[src/vsq_consts.vh]
// constants for the control and event queue engine
`ifndef VSQ_CONSTS_VH
`define VSQ_CONSTS_VH
`define VSQ_RESP_OK          8'h00
`define VSQ_RESP_BAD_TARGET  8'h03
`define VSQ_RESP_ABORTED     8'h02
`define VSQ_RESP_RESET       8'h04
`define VSQ_RESP_FAILURE     8'h09
`define VSQ_RESP_BAD_LUN     8'h0C
`define VSQ_FN_COMPLETE      8'h00
`define VSQ_FN_SUCCEEDED     8'h0A
`define VSQ_FN_REJECTED      8'h0B
`define VSQ_TYPE_TMF         32'h00000000
`define VSQ_TYPE_AN_QUERY    32'h00000001
`define VSQ_TYPE_AN_SUB      32'h00000002
`define VSQ_TMF_ABORT_TASK   32'h00000000
`define VSQ_TMF_ABORT_SET    32'h00000001
`define VSQ_TMF_CLEAR_ACA    32'h00000002
`define VSQ_TMF_CLEAR_SET    32'h00000003
`define VSQ_TMF_IT_RESET     32'h00000004
`define VSQ_TMF_LU_RESET     32'h00000005
`define VSQ_TMF_QUERY_TASK   32'h00000006
`define VSQ_TMF_QUERY_SET    32'h00000007
`define VSQ_EVT_NONE         32'h00000000
`define VSQ_EVT_RESET        32'h00000001
`define VSQ_EVT_ASYNC        32'h00000002
`define VSQ_EVT_MISSED_BIT   31
`define VSQ_AN_CLASSES       32'h0000007E
`define VSQ_WHY_HARD         32'h00000000
`define VSQ_WHY_RESCAN       32'h00000001
`define VSQ_WHY_REMOVED      32'h00000002
`define VSQ_KEY_ILLEGAL      4'h5
`define VSQ_KEY_UNIT_ATTN    4'h6
`define VSQ_ASC_REMOVED      8'h25
`define VSQ_ASC_HARD         8'h29
`define VSQ_ASC_RESCAN       8'h3F
`define VSQ_ASCQ_RESCAN      8'h0E
`define VSQ_ASCQ_ZERO        8'h00
`define VSQ_LUN_FMT_TARGET   8'h01
`endif

[src/vsq_ctrl_event.v]
// control queue interpreter and event record builder
`timescale 1ns/10ps
`default_nettype none
`include "vsq_consts.vh"
module vsq_ctrl_event #(
  parameter LUNS_W = 4,
  parameter SUPPORTED = 32'h0000007E
) (
  input  wire        clk,
  input  wire        rst_n,
  input  wire        legacy_be,
  input  wire        hotplug_ok,
  input  wire        ctl_valid,
  input  wire [31:0] ctl_type,
  input  wire [31:0] ctl_subtype,
  input  wire [63:0] ctl_lun,
  input  wire [63:0] ctl_id,
  input  wire [31:0] ctl_evt_req,
  output reg         ctl_busy,
  output reg         ctl_done,
  output reg  [7:0]  ctl_resp,
  output reg  [31:0] ctl_evt_act,
  output reg         kill_valid,
  output reg  [1:0]  kill_scope,
  output reg  [63:0] kill_lun,
  output reg  [63:0] kill_id,
  output reg  [7:0]  kill_resp,
  input  wire        kill_done,
  input  wire        kill_found,
  input  wire        evq_buf_avail,
  input  wire        evq_buf_short,
  output reg         evq_take,
  output reg         evq_write,
  output reg  [31:0] evq_event,
  output reg  [63:0] evq_lun,
  output reg  [31:0] evq_reason,
  input  wire        lu_evt_valid,
  input  wire [1:0]  lu_evt_why,
  input  wire [63:0] lu_evt_lun,
  input  wire        an_evt_valid,
  input  wire [31:0] an_evt_mask,
  input  wire [63:0] an_evt_lun,
  output reg         sense_valid,
  output reg  [3:0]  sense_key,
  output reg  [7:0]  sense_asc,
  output reg  [7:0]  sense_ascq,
  output reg  [63:0] sense_lun
);
  localparam ST_IDLE = 2'd0;
  localparam ST_KILL = 2'd1;
  localparam ST_WAIT = 2'd2;
  localparam NLUN = 1 << LUNS_W;

  reg [1:0]  state;
  reg [31:0] sub_mask [0:NLUN-1];
  reg        missed;
  reg [31:0] t_type;
  reg [31:0] t_sub;
  reg [63:0] t_id;
  integer    i;

  // byte swap used in legacy mode for type, subtype, id, event mask, event and reason fields; lun fields are not swapped
  function [31:0] sw32;
    input [31:0] v;
    input        en;
    begin
      sw32 = en ? {v[7:0], v[15:8], v[23:16], v[31:24]} : v;
    end
  endfunction

  function [63:0] sw64;
    input [63:0] v;
    input        en;
    begin
      sw64 = en ? {sw32(v[31:0], 1'b1), sw32(v[63:32], 1'b1)} : v;
    end
  endfunction

  // lun byte 2/3 hold the single level lun; low bits index the table
  function [LUNS_W-1:0] lun_idx;
    input [63:0] l;
    begin
      lun_idx = l[16+LUNS_W-1:16];
    end
  endfunction

  // guest order on incoming multibyte fields
  wire [31:0] in_type = sw32(ctl_type, legacy_be);
  wire [31:0] in_sub  = sw32(ctl_subtype, legacy_be);
  wire [31:0] in_req  = sw32(ctl_evt_req, legacy_be);
  wire [63:0] in_id   = sw64(ctl_id, legacy_be);
  wire [31:0] granted = in_req & SUPPORTED & `VSQ_AN_CLASSES;

  always @(posedge clk) begin
    if (!rst_n) begin
      state       <= ST_IDLE;
      ctl_busy    <= 1'b0;
      ctl_done    <= 1'b0;
      ctl_resp    <= 8'h00;
      ctl_evt_act <= 32'h00000000;
      kill_valid  <= 1'b0;
      kill_scope  <= 2'd0;
      kill_lun    <= 64'h0000000000000000;
      kill_id     <= 64'h0000000000000000;
      kill_resp   <= 8'h00;
      t_type      <= 32'h00000000;
      t_sub       <= 32'h00000000;
      t_id        <= 64'h0000000000000000;
      for (i = 0; i < NLUN; i = i + 1)
        sub_mask[i] <= 32'h00000000;
    end else begin
      ctl_done <= 1'b0;
      case (state)
        ST_IDLE: begin
          if (ctl_valid) begin
            t_type <= in_type;
            t_sub  <= in_sub;
            t_id   <= in_id;
            ctl_busy <= 1'b1;
            if (in_type == `VSQ_TYPE_AN_QUERY) begin
              ctl_evt_act <= sw32(granted, legacy_be);
              ctl_resp    <= (ctl_lun[7:0] == `VSQ_LUN_FMT_TARGET) ?
                             `VSQ_RESP_OK : `VSQ_RESP_BAD_LUN;
              ctl_done    <= 1'b1;
              ctl_busy    <= 1'b0;
            end else if (in_type == `VSQ_TYPE_AN_SUB) begin
              if (ctl_lun[7:0] == `VSQ_LUN_FMT_TARGET) begin
                sub_mask[lun_idx(ctl_lun)] <= granted;
                ctl_resp <= `VSQ_RESP_OK;
              end else begin
                ctl_resp <= `VSQ_RESP_BAD_LUN;
              end
              ctl_evt_act <= sw32(granted, legacy_be);
              ctl_done    <= 1'b1;
              ctl_busy    <= 1'b0;
            end else if (in_type == `VSQ_TYPE_TMF) begin
              // type picks tmf, subtype picks function
              ctl_evt_act <= 32'h00000000;
              kill_lun    <= ctl_lun;
              // nexus reset ignores the single level lun
              if (in_sub == `VSQ_TMF_IT_RESET)
                kill_lun[31:16] <= 16'h0000;
              kill_id <= in_id;
              case (in_sub)
                `VSQ_TMF_ABORT_TASK: begin
                  kill_scope <= 2'd0;
                  kill_resp  <= `VSQ_RESP_ABORTED;
                  kill_valid <= 1'b1;
                  state      <= ST_KILL;
                end
                `VSQ_TMF_ABORT_SET, `VSQ_TMF_CLEAR_SET: begin
                  kill_scope <= 2'd1;
                  kill_resp  <= `VSQ_RESP_ABORTED;
                  kill_valid <= 1'b1;
                  state      <= ST_KILL;
                end
                `VSQ_TMF_LU_RESET: begin
                  kill_scope <= 2'd1;
                  kill_resp  <= `VSQ_RESP_RESET;
                  kill_valid <= 1'b1;
                  state      <= ST_KILL;
                end
                `VSQ_TMF_IT_RESET: begin
                  kill_scope <= 2'd2;
                  kill_resp  <= `VSQ_RESP_RESET;
                  kill_valid <= 1'b1;
                  state      <= ST_KILL;
                end
                // query functions only look; no command is touched
                `VSQ_TMF_QUERY_TASK, `VSQ_TMF_QUERY_SET: begin
                  kill_scope <= (in_sub == `VSQ_TMF_QUERY_TASK) ? 2'd0 : 2'd1;
                  kill_resp  <= 8'h00;
                  kill_valid <= 1'b1;
                  state      <= ST_KILL;
                end
                `VSQ_TMF_CLEAR_ACA: begin
                  ctl_resp <= `VSQ_FN_COMPLETE;
                  ctl_done <= 1'b1;
                  ctl_busy <= 1'b0;
                end
                default: begin
                  ctl_resp <= `VSQ_RESP_FAILURE;
                  ctl_done <= 1'b1;
                  ctl_busy <= 1'b0;
                end
              endcase
            end else begin
              ctl_resp <= `VSQ_RESP_FAILURE;
              ctl_done <= 1'b1;
              ctl_busy <= 1'b0;
            end
          end
        end
        ST_KILL: begin
          // answer only after completions are written
          if (kill_done) begin
            kill_valid <= 1'b0;
            state      <= ST_WAIT;
            if ((t_sub == `VSQ_TMF_QUERY_TASK) || (t_sub == `VSQ_TMF_QUERY_SET))
              ctl_resp <= kill_found ? `VSQ_FN_SUCCEEDED : `VSQ_FN_COMPLETE;
            else
              ctl_resp <= `VSQ_FN_COMPLETE;
          end
        end
        ST_WAIT: begin
          // one spare cycle keeps completion writes ahead of the answer
          ctl_done <= 1'b1;
          ctl_busy <= 1'b0;
          state    <= ST_IDLE;
        end
        default: state <= ST_IDLE;
      endcase
    end
  end

  // event side: lu events win over async events in the same cycle
  wire        evt_removal = (lu_evt_why != 2'd0);
  wire        lu_ok   = lu_evt_valid && (!evt_removal || hotplug_ok) &&
                        (lu_evt_why != 2'd3);
  wire [31:0] an_kept = an_evt_mask & sub_mask[lun_idx(an_evt_lun)];
  wire        an_ok   = an_evt_valid && (an_kept != 32'h00000000);
  wire        want    = lu_ok || an_ok;

  always @(posedge clk) begin
    if (!rst_n) begin
      missed      <= 1'b0;
      evq_take    <= 1'b0;
      evq_write   <= 1'b0;
      evq_event   <= 32'h00000000;
      evq_lun     <= 64'h0000000000000000;
      evq_reason  <= 32'h00000000;
      sense_valid <= 1'b0;
      sense_key   <= 4'h0;
      sense_asc   <= 8'h00;
      sense_ascq  <= 8'h00;
      sense_lun   <= 64'h0000000000000000;
    end else begin
      evq_take    <= 1'b0;
      evq_write   <= 1'b0;
      sense_valid <= 1'b0;
      if (lu_ok) begin
        sense_valid <= 1'b1;
        sense_lun   <= lu_evt_lun;
        case (lu_evt_why)
          2'd2: begin
            sense_key  <= `VSQ_KEY_ILLEGAL;
            sense_asc  <= `VSQ_ASC_REMOVED;
            sense_ascq <= `VSQ_ASCQ_ZERO;
          end
          2'd1: begin
            sense_key  <= `VSQ_KEY_UNIT_ATTN;
            sense_asc  <= `VSQ_ASC_RESCAN;
            sense_ascq <= `VSQ_ASCQ_RESCAN;
          end
          default: begin
            sense_key  <= `VSQ_KEY_UNIT_ATTN;
            sense_asc  <= `VSQ_ASC_HARD;
            sense_ascq <= `VSQ_ASCQ_ZERO;
          end
        endcase
      end
      if (evq_buf_avail && !evq_take) begin
        if (evq_buf_short) begin
          // short buffer goes back with no event
          evq_take   <= 1'b1;
          evq_write  <= 1'b1;
          evq_event  <= sw32(`VSQ_EVT_NONE, legacy_be);
          evq_lun    <= 64'h0000000000000000;
          evq_reason <= 32'h00000000;
          if (want)
            missed <= 1'b1;
        end else if (want || missed) begin
          evq_take  <= 1'b1;
          evq_write <= 1'b1;
          missed    <= 1'b0;
          if (lu_ok) begin
            evq_event  <= sw32({missed, 31'd0} | `VSQ_EVT_RESET, legacy_be);
            evq_lun    <= lu_evt_lun;
            evq_reason <= sw32({30'd0, lu_evt_why}, legacy_be);
            if (an_ok)
              missed <= 1'b1;
          end else if (an_ok) begin
            evq_event  <= sw32({missed, 31'd0} | `VSQ_EVT_ASYNC, legacy_be);
            evq_lun    <= an_evt_lun;
            evq_reason <= sw32(an_kept, legacy_be);
          end else begin
            // report the loss on a fresh buffer
            evq_event  <= sw32({1'b1, 31'd0}, legacy_be);
            evq_lun    <= 64'h0000000000000000;
            evq_reason <= 32'h00000000;
          end
        end
      end else if (want) begin
        missed <= 1'b1;
      end
    end
  end
endmodule // vsq_ctrl_event
`default_nettype wire

[config.mk]
export PLATFORM = sky130hd
export DESIGN_NAME = vsq_ctrl_event
export DESIGN_NICKNAME = d
export VERILOG_FILES = /design/src/vsq_ctrl_event.v
export VERILOG_INCLUDE_DIRS = /design/src
export SDC_FILE = /design/constraint.sdc
export NUM_CORES = 1
export LEC_CHECK = 0
export ABC_AREA = 1
export BUFFER_PORTS_ARGS = -buffer_cell sky130_fd_sc_hd__buf_4
export CAP_MARGIN = 10
export CORE_AREA = 4 4 304 306
export DETAILED_ROUTE_END_ITERATION = 10
export DIE_AREA = 0 0 308 310
export MAX_ROUTING_LAYER = met4
export PLACE_DENSITY = 0.44
export SLEW_MARGIN = 20
export SYNTH_ARGS = -nofsm -noshare
export SYNTH_HDL_FRONTEND = slang
export SYNTH_SLANG_ARGS = --single-unit
[constraint.sdc]
create_clock -name clk -period 3.6 [get_ports clk]
set_input_delay 0.18 -clock clk [delete_from_list [all_inputs] [get_ports clk]]
set_output_delay 0.18 -clock clk [all_outputs]
set_load 0.05 [all_outputs]
==> reports/summary.txt, run 1 <==
Crit end category: flip-flop
Crit path max-delay family: buffers and inverters
Worst slew margin: 29.7%
Top cells by area, synth: dfxtp_1, edfxtp_1, nand2_1, nor2_1, o21ai_0
Row cnt: 110
Ys Warns: 0
Vias in the first global route: 20100
Vias: 20200
First-pass GRT wire length: 124 mm
Synth area leader: dfxtp_1
Power Density: 424 mW/mm^2
Register area share after synthesis: 49.9%
Total core area: 0.0896 sq mm
EDFF count, synth: 96
Drt total wl: 85.6 mm
Least-Margin Pin Slew: 1.05 ns
Num ports: 793
Layout Area Growth over Synthesis: 53.9%
First-pass detailed-route iteration total: 5
Worst min-delay path class: in2reg
Detailed Place HPWL: 60.7 mm
Clk_lat worst skew: 0.60 ns
RePlAce Congestion: 0.803
Switching power: 3620 uW
Clock skew: 0.0209 ns
Post-DRT Antenna Nets: 0
Num CTS Buffers: 54
Root Buffer: clkbuf_16
Slew Viols, Final: 0
Switching Share: 28.6%
CTS tree: done
Largest net degree at the start of global routing: 160
RSZ-0062 raised after global routing: false
Mean number of vias per cell: 4.33
Status: complete, no violations
Initial DRC Count: 1098
Mapped Cells: 2567
Final net count: 3848
Synthesized area per cell: 7.57 sq um
H-tree depth: 2
Buffers on Ports: 664
Post-CTS sizing: 0
Die area: 0.0955 sq mm
CP required: 4.14 ns
Clock Power Share: 42.7%
Hold Fails Final Rpt: 0
Max stage delay cell, worst path: dlygate4sd3_1
Final setup vio count: 0
Power Internal: 9050 uW
Kind of critical path: reg2reg
TNS Setup: 0 ns
Nature of the critical path startpoint: flip-flop
Async set-reset flop share out of synthesis: 0%
Residual DRC: 0
Ys flop type: dfxtp_1
Antenna violations before repair: 3
FF+latch count, synth: 437
Max-capacitance violation count: 0
Commonest non-fill, non-tap cell in the layout: nand2_1
Leakage: 0.0133 uW
PnR Total Power: 12700 uW
Starting density of the core: 21.7%
Tmin final: 2.92 ns
DIE HEIGHT: 310 um
Crit-path cells: nor2_1, nand2_1, inv_2, nand2_4, inv_4, buf_4, o21ai_0, a31oi_1, dlygate4sd3_1
Comb power frac: 16.3%
Share of the synthesized area in the top cell type: 35.1%
Buf/Inv on CP: 4
Clock sink count: 437
Sequential share of power: 41.0%
Commonest non-fill, non-tap cells in the layout: nand2_1, buf_4, dfxtp_1
Gr usage total: 17.4%
Critical path arrival: 3.46 ns
Mapped Area: 0.0194 sq mm
Netlist cell types: 42
Critical path's largest stage delay: 0.56 ns
Layout cell share with drive strength beyond 1: 23.4%
Crit-path max FO: 27
Die extent in x: 308 um
Period utilization: 81.1%
Total grt overflow: 0
Clk slew on worst S/H paths: 0.06 ns
Fmax: 343 MHz
Final core area utilization: 33.4%
Wire per inst: 18.3 um
Max rail drop VDD: 286 uV
Maximum root-to-sink buffer count: 3
[logic make-up after synthesis]
logic type               synth area share, %
adder cells (fa/ha/maj)                0.322
buffers and inverters                   9.94
AND/OR/NAND/NOR                         25.2
multiplexers                           0.103
other                                 0.0193
AO/OA/AOI/OAI                           14.4
flip-flops                              49.9
[path summary, 6_finish.rpt]
check                     end  slack [ns]            from  cells after the start
setup / recovery  kill_id[19]        0.68        state[1]                      9
hold / removal       t_sub[9]        0.05  ctl_subtype[9]                      3
setup reg to reg  kill_id[19]        0.68        state[1]                      9
hold reg to reg    evq_lun[1]        0.46      evq_lun[1]                      2
[routing by layer]
| layer | part of all wire [%] | global-route usage, % | up-vias |
|---|---|---|---|
| met5 | 0 | - | - |
| met4 | 3.3 | 5.71 | 0 |
| met3 | 6.9 | 4.14 | 134 |
| met2 | 50 | 29.8 | 634 |
| met1 | 40 | 20.2 | 9384 |
| li1 | - | - | 10000 |
[cell usage after synthesis, types with 14 or more instances]
master,instances
nand2_1,697
dfxtp_1,341
nor2_1,333
o21ai_0,220
a21oi_1,191
nand3_1,117
clkbuf_1,107
inv_1,105
buf_4,98
edfxtp_1,96
a31oi_1,64
buf_2,30
a211oi_1,25
o21ai_1,22
or2_2,15
buf_1,14
buf_6,14
[power groups by stage]
stage               Clock (uW)  Combinational (uW)  Sequential, uW
finish                    5410                2070            5200
global route              5810                2240            5210
CTS                       5640                2090            5200
detailed placement           0                1830            5310
global placement             0                1830            5310
floorplan                    0                 917            5530
[sequential cells by signal, indices dropped and copies added, names as in the netlist, 4 cells and up]
signal and count:
ctl_resp 4, kill_lun 64, sub_mask 96, t_sub 31
evq_reason 14, sense_asc 4, ctl_evt_act 12, evq_event 6
kill_id 64, sense_lun 64, evq_lun 64
[final cells by class]
class                           instances  area [sq um]
Fill cell                            9545         59700
Sequential cell                       437          9710
Timing Repair Buffer                 1005          8420
Multi-Input combinational cell       1833          8130
Clock buffer                           82          1580
Tap cell                             1176          1470
Inverter                              115           449
Clock inverter                         16           140
Antenna cell                            4          10.0
[through the flow]
step	instance area, sq um	instances	setup slack, ns	hold slack (ns)
after detailed placement	25200	4265	0.355	0.408
after CTS	29900	4664	0.685	0.00382
final	29900	4668	0.681	0.0499
after floorplan	19700	2648	1.34	0.315
after global routing	29900	4666	0.453	0.0321
after global placement	25200	4265	0.344	0.406
[worst register-to-register path, stage by stage (launching register included)]
cell and delay, ns:
dfxtp_1 0.32, nor2_1 0.32, nand2_1 0.35, inv_2 0.17
nand2_4 0.19, inv_4 0.32, buf_4 0.34, o21ai_0 0.13
a31oi_1 0.18, dlygate4sd3_1 0.56
[repair_timing]
action / CTS / global route
setup buffers: 0 / 0
endpoints found under the hold margin: 275 / 0
hold buffers: 301 / 0
Note: power is estimated with default switching activity, not from simulation.
==> run 2: changes to the inputs <==
--- a/config.mk
+++ b/config.mk
@@ -9,9 +9,9 @@
 export ABC_AREA = 1
 export BUFFER_PORTS_ARGS = -buffer_cell sky130_fd_sc_hd__buf_4
 export CAP_MARGIN = 10
-export CORE_AREA = 4 4 304 306
+export CORE_AREA = 4 4 307 309
 export DETAILED_ROUTE_END_ITERATION = 10
-export DIE_AREA = 0 0 308 310
+export DIE_AREA = 0 0 311 313
 export MAX_ROUTING_LAYER = met4
 export PLACE_DENSITY = 0.44
 export SLEW_MARGIN = 20
==> constraint.sdc (replaced) <==
create_clock -name clk -period 2.8 [get_ports clk]
set_input_delay 0.14 -clock clk [delete_from_list [all_inputs] [get_ports clk]]
set_output_delay 0.14 -clock clk [all_outputs]
set_load 0.05 [all_outputs]
==> reports/summary.txt, run 2 (same netlist as run 1, synthesis figures left out) <==
Status: complete, no violations
Largest net degree at the start of global routing: 166 (+3.8%)
Switching Share: 28.1% (-0.44 points)
Hold_sp: an_evt_valid
Commonest non-fill, non-tap cell in the layout: buf_4
Antenna violations before repair: 2 (-1)
Num CTS Buffers: 54 (unchanged)
Power Internal: 12000 uW (+32%)
Worst min-delay path class: in2reg
Final net count: 3933 (+2.2%)
Largest register FFs: 96 (unchanged)
Comb power frac: 16.7% (+0.4 points)
Hold Fails Final Rpt: 0 (unchanged)
Post-DRT Antenna Nets: 0 (unchanged)
Buffers on Ports: 664 (unchanged)
CTS tree: done
Slew Viols, Final: 0 (unchanged)
Switching power: 4700 uW (+30%)
Least-Margin Pin Slew: 1.08 ns (+0.0315 ns)
Vias: 20400 (+1.1%)
Power Density: 541 mW/mm^2 (+28%)
Leakage: 0.0138 uW (+3.7%)
Detailed Place HPWL: 62.4 mm (+2.9%)
Total core area: 0.0914 sq mm (+2.0%)
Period utilization: 96.7%
Clk_lat worst skew: 0.60 ns (about the same)
First-pass detailed-route iteration total: 5 (unchanged)
Root Buffer: clkbuf_16
CP startpoint: ctl_subtype[5]
Layout cell share with drive strength beyond 1: 24.8% (+1.4 points)
Critical R2R Launch: state[1]
Clock Power Share: 43.3% (+0.6 points)
Final worst setup slack: 0.0921 ns (-0.589 ns)
Wire per inst: 18.2 um (-0.95%)
Total grt overflow: 0 (unchanged)
Row cnt: 111 (+0.91%)
Layout Area Growth over Synthesis: 58.7%
Tmin final: 2.71 ns
Clk slew on worst S/H paths: 0.06 ns (about the same)
Top reg by flops: sub_mask
Starting density of the core: 21.3% (-0.42 points)
Commonest non-fill, non-tap cells in the layout: buf_4, nand2_1, dfxtp_1
Nature of the critical path startpoint: input port
# fillers: 9717 (+1.8%)
Mean number of vias per cell: 4.29 (-0.93%)
Residual DRC: 0 (unchanged)
Crit end category: flip-flop
Gr usage total: 17.4% (about the same)
Num ports: 793 (unchanged)
Vias in the first global route: 20600 (+2.5%)
Maximum root-to-sink buffer count: 3 (unchanged)
Drt total wl: 86.5 mm (+1.1%)
Max rail drop VDD: 313 uV (+9.1%)
Die area: 0.0973 sq mm (+2.0%)
CP required: 3.29 ns (-0.85 ns)
Clock skew: 0.0178 ns (-0.00315 ns)
Initial DRC Count: 1172 (+6.7%)
Kind of critical path: in2reg
Worst slew margin: 27.9% (-1.8 points)
DIE HEIGHT: 313 um (+0.97%)
Final setup vio count: 0 (unchanged)
Fmax: 369 MHz
Crit-path max FO: 9 (-67%)
Place WS: 0.0612 ns (-0.294 ns)
Final core area utilization: 33.8% (+0.38 points)
Max-capacitance violation count: 0 (unchanged)
Sequential share of power: 40.1% (-0.9 points)
Clock sink count: 437 (unchanged)
H-tree depth: 2 (unchanged)
Die extent in x: 311 um (+0.97%)
First-pass GRT wire length: 128 mm (+3.3%)
RePlAce Congestion: 0.825 (+2.8%)
Critical path arrival: 3.20 ns (-0.26 ns)
## run 2: changes by cell type in the layout (fill, tap and decap cells not counted), moves of 2 or more
cell           delta
buf_12           +11
buf_4            +49
bufinv_16         +2
clkbuf_1          -7
clkbuf_8          +6
clkinv_1          +4
diode_2           -2
dlygate4sd3_1    +24
## run 2: cell type report
cell class / instances / area, sq um / share of cell area [%]
clock buffer: 80 / 1610 / 5.23
tap: 1186 / 1480 / 4.81
inverter: 115 / 449 / 1.46
sequential: 437 / 9710 / 31.5
clock inverter: 21 / 208 / 0.673
multi-input combinational: 1833 / 8130 / 26.3
antenna: 2 / 5.00 / 0.0162
timing repair buffer: 1090 / 9260 / 30.0
## run 2: worst max-delay path: stages
cell           delay (ns)
dlygate4sd3_1        0.54
buf_4                0.14
o21ai_0              0.11
dlygate4sd3_1        0.56
buf_4                0.13
nand4_1              0.15
nor2_2               0.22
nand3_2              0.12
inv_2                0.10
a31oi_2              0.10
buf_12               0.19
nand2_1              0.06
a21oi_1              0.06
dlygate4sd3_1        0.57
## run 2: power by group through the flow
stage               registers, uW  logic (uW)  clock network [uW]
global placement             6820        2450                   0
global route                 6710        2990                7710
floorplan                    7110        1180                   0
finish                       6690        2780                7220
detailed placement           6820        2450                   0
CTS                          6690        2800                7490
## run 2: repair_timing
item,in CTS,in global routing
endpoints found under the setup margin,0,8
hold endpoints to repair,294,0
hold buffers,325,0
gates resized for setup,0,4
buffers inserted,0,3
## run 2: layer usage
metal | track usage [%] | share of wire [%] | vias up
met1 | 20.8 | 42 | 9464
met5 | - | 0 | -
met4 | 5.34 | 3.0 | 0
met3 | 3.61 | 5.7 | 136
li1 | - | - | 10200
met2 | 29.4 | 49 | 612
## run 2: path summary, 6_finish.rpt
kind	end	depth (start not counted)	slack, ns
worst min register to register	evq_lun[58]	2	0.46
worst min-delay path	evq_reason[6]	5	0.05
worst max register to register	kill_id[61]	10	0.27
worst max-delay path	kill_lun[27]	14	0.09
## run 2: metrics by stage
step	area (sq um)	setup TNS [ns]	std cells	hold WS [ns]	total power (uW)
detailed placement	25700	0	4333	0.367	9280
floorplan	19700	0	2648	0.275	8290
finish	30900	0	4764	0.0477	16700
global placement	25700	0	4333	0.365	9280
CTS	30800	0	4759	0.00207	17000
global route	30900	-0.0145	4764	0.0656	17400
==> run 3: changes to the inputs <==
--- a/config.mk
+++ b/config.mk
@@ -12,7 +12,6 @@
 export CORE_AREA = 4 4 307 309
 export DETAILED_ROUTE_END_ITERATION = 10
 export DIE_AREA = 0 0 311 313
-export MAX_ROUTING_LAYER = met4
 export PLACE_DENSITY = 0.44
 export SLEW_MARGIN = 20
 export SYNTH_ARGS = -nofsm -noshare
==> reports/summary.txt, run 3 (same netlist as run 1, synthesis figures left out) <==
Status: complete, no violations
First-pass detailed-route iteration total: 5 (unchanged)
First-pass GRT wire length: 128 mm (+0.12%)
Busiest grt layer: met2
Final net count: 3933 (unchanged)
Vias: 20500 (+0.15%)
Tmin final: 2.71 ns (-0.000477 ns)
# fillers: 9718 (+0.010%)
Max rail drop VDD: 312 uV (-0.28%)
Crit end category: flip-flop
Commonest non-fill, non-tap cells in the layout: buf_4, nand2_1, dfxtp_1
Leakage: 0.0138 uW (unchanged)
Crit path to: kill_lun[27]
Least-Margin Pin Slew: 1.07 ns (-0.0125 ns)
Total grt overflow: 0 (unchanged)
Maximum root-to-sink buffer count: 3 (unchanged)
Dpl cell area: 0.0257 sq mm (unchanged)
Worst slew margin: 28.8% (+0.83 points)
Met1 Use GR: 20.6% (-0.28 points)
Clk slew on worst S/H paths: 0.06 ns (about the same)
Crit-path max FO: 9 (unchanged)
Root Buffer: clkbuf_16
Max stage delay cell, worst path: dlygate4sd3_1
Final setup vio count: 0 (unchanged)
Placed Instances: 4333 (unchanged)
Post-route cell area: 0.0309 sq mm (about the same)
Slew Viols, Final: 0 (unchanged)
Largest net degree at the start of global routing: 166 (unchanged)
Power Density: 541 mW/mm^2 (about the same)
Met3 global-route usage: 4.05% (+0.44 points)
Clk_lat worst skew: 0.60 ns (about the same)
CTS tree: done
Row cnt: 111 (unchanged)
CP startpoint: ctl_subtype[5]
Critical path arrival: 3.20 ns (about the same)
Die area: 0.0973 sq mm (unchanged)
Clock sink count: 437 (unchanged)
PnR Total Power: 16700 uW (about the same)
Num ports: 793 (unchanged)
Layout cell share with drive strength beyond 1: 24.8% (unchanged)
Layout Cells excl Fill: 4763 (-0.021%)
Hold Fails Final Rpt: 0 (unchanged)
Buffers on Ports: 664 (unchanged)
Nature of the critical path startpoint: input port
Vias in the first global route: 20600 (-0.14%)
DIE HEIGHT: 313 um (unchanged)
Fmax: 369 MHz (about the same)
RePlAce Congestion: 0.812 (-1.5%)
Worst min-delay path class: in2reg
Wire per inst: 18.2 um (about the same)
Critical path's largest stage delay: 0.57 ns (about the same)
Period utilization: 96.7% (about the same)
Post-DRT Antenna Nets: 0 (unchanged)
Top reg by flops: sub_mask
Reg2Reg Setup Slack: 0.30 ns (+0.03 ns)
Met2 global-route usage: 29.5% (about the same)
Drt total wl: 86.5 mm (about the same)
H-tree depth: 2 (unchanged)
Commonest non-fill, non-tap cell in the layout: buf_4
Mean number of vias per cell: 4.29 (+0.17%)
Antenna violations before repair: 1 (-1)
Detailed Place HPWL: 62.4 mm (unchanged)
Clock skew: 0.0186 ns (+0.000778 ns)
R2R cell count: 10 (unchanged)
Fin Hold WS: 0.0524 ns (+0.00469 ns)
Die extent in x: 311 um (unchanged)
Hold_sp: an_evt_valid
Starting density of the core: 21.3% (unchanged)
Crit-path cells: dlygate4sd3_1, buf_4, o21ai_0, dlygate4sd3_1, buf_4, nand4_1, nor2_2, nand3_2, inv_2, a31oi_2, buf_12, nand2_1, a21oi_1, dlygate4sd3_1
Gr usage total: 16.9% (-0.50 points)
Largest register FFs: 96 (unchanged)
R2r endpoint: kill_id[61]
Residual DRC: 0 (unchanged)
Initial DRC Count: 1231 (+5.0%)
Num CTS Buffers: 54 (unchanged)
Layout Area Growth over Synthesis: 58.7% (about the same)
Critical R2R Launch: state[1]
CP required: 3.29 ns (about the same)
Critical path's most frequent cell: dlygate4sd3_1
Kind of critical path: in2reg
Total core area: 0.0914 sq mm (unchanged)
Max-capacitance violation count: 0 (unchanged)
[run 3: how the worst min path moves through the flow]
stage	cells after the start	end
floorplan	2	kill_lun[38]
global placement	3	kill_lun[10]
detailed placement	3	kill_lun[10]
CTS	5	t_sub[30]
global route	3	t_sub[2]
finish	5	evq_reason[6]
[run 3: through the flow]
stage / setup slack, ns / util, % / TNS [ns]
after global routing: -0.0120 / 33.8 / -0.0120
after CTS: 0.0550 / 33.7 / 0
after detailed placement: 0.0612 / 28.2 / 0
after global placement: 0.110 / 28.2 / 0
final: 0.0926 / 33.8 / 0
after floorplan: 0.578 / - / 0
[run 3: what timing repair did]
item                                    4_1_cts  5_1_grt
setup buffers                                 0        3
endpoints found under the hold margin       294        0
resized for setup                             0        4
endpoints found under the setup margin        0        8
hold buffers                                325        0
[run 3: critical path, delay by kind of cell]
kind	cells	cell delay, ns
simple gates	4	0.56
compound gates	3	0.27
buf+inv	7	2.23
[run 3: cell type report]
| type | instances | area (sq um) | share of cell area, % |
|---|---|---|---|
| clock inverter | 21 | 208 | 0.673 |
| tap | 1186 | 1480 | 4.81 |
| sequential | 437 | 9710 | 31.5 |
| clock buffer | 80 | 1610 | 5.23 |
| antenna | 1 | 2.50 | 0.00811 |
| inverter | 115 | 449 | 1.46 |
| timing repair buffer | 1090 | 9260 | 30.0 |
| multi-input combinational | 1833 | 8130 | 26.3 |
[run 3: metal layers]
layer | vias to the layer above | wire length, um
met4 | 0 | 2600
met2 | 614 | 42300
met3 | 122 | 5490
met1 | 9514 | 36200
met5 | - | 0
li1 | 10200 | -
[run 3: power breakdown]
group          switching, uW  internal [uW]  leakage, uW
Sequential              84.2           6600      0.00375
Combinational           1720           1060      0.00916
Clock                   2900           4330     0.000897
Total                   4700          12000       0.0138
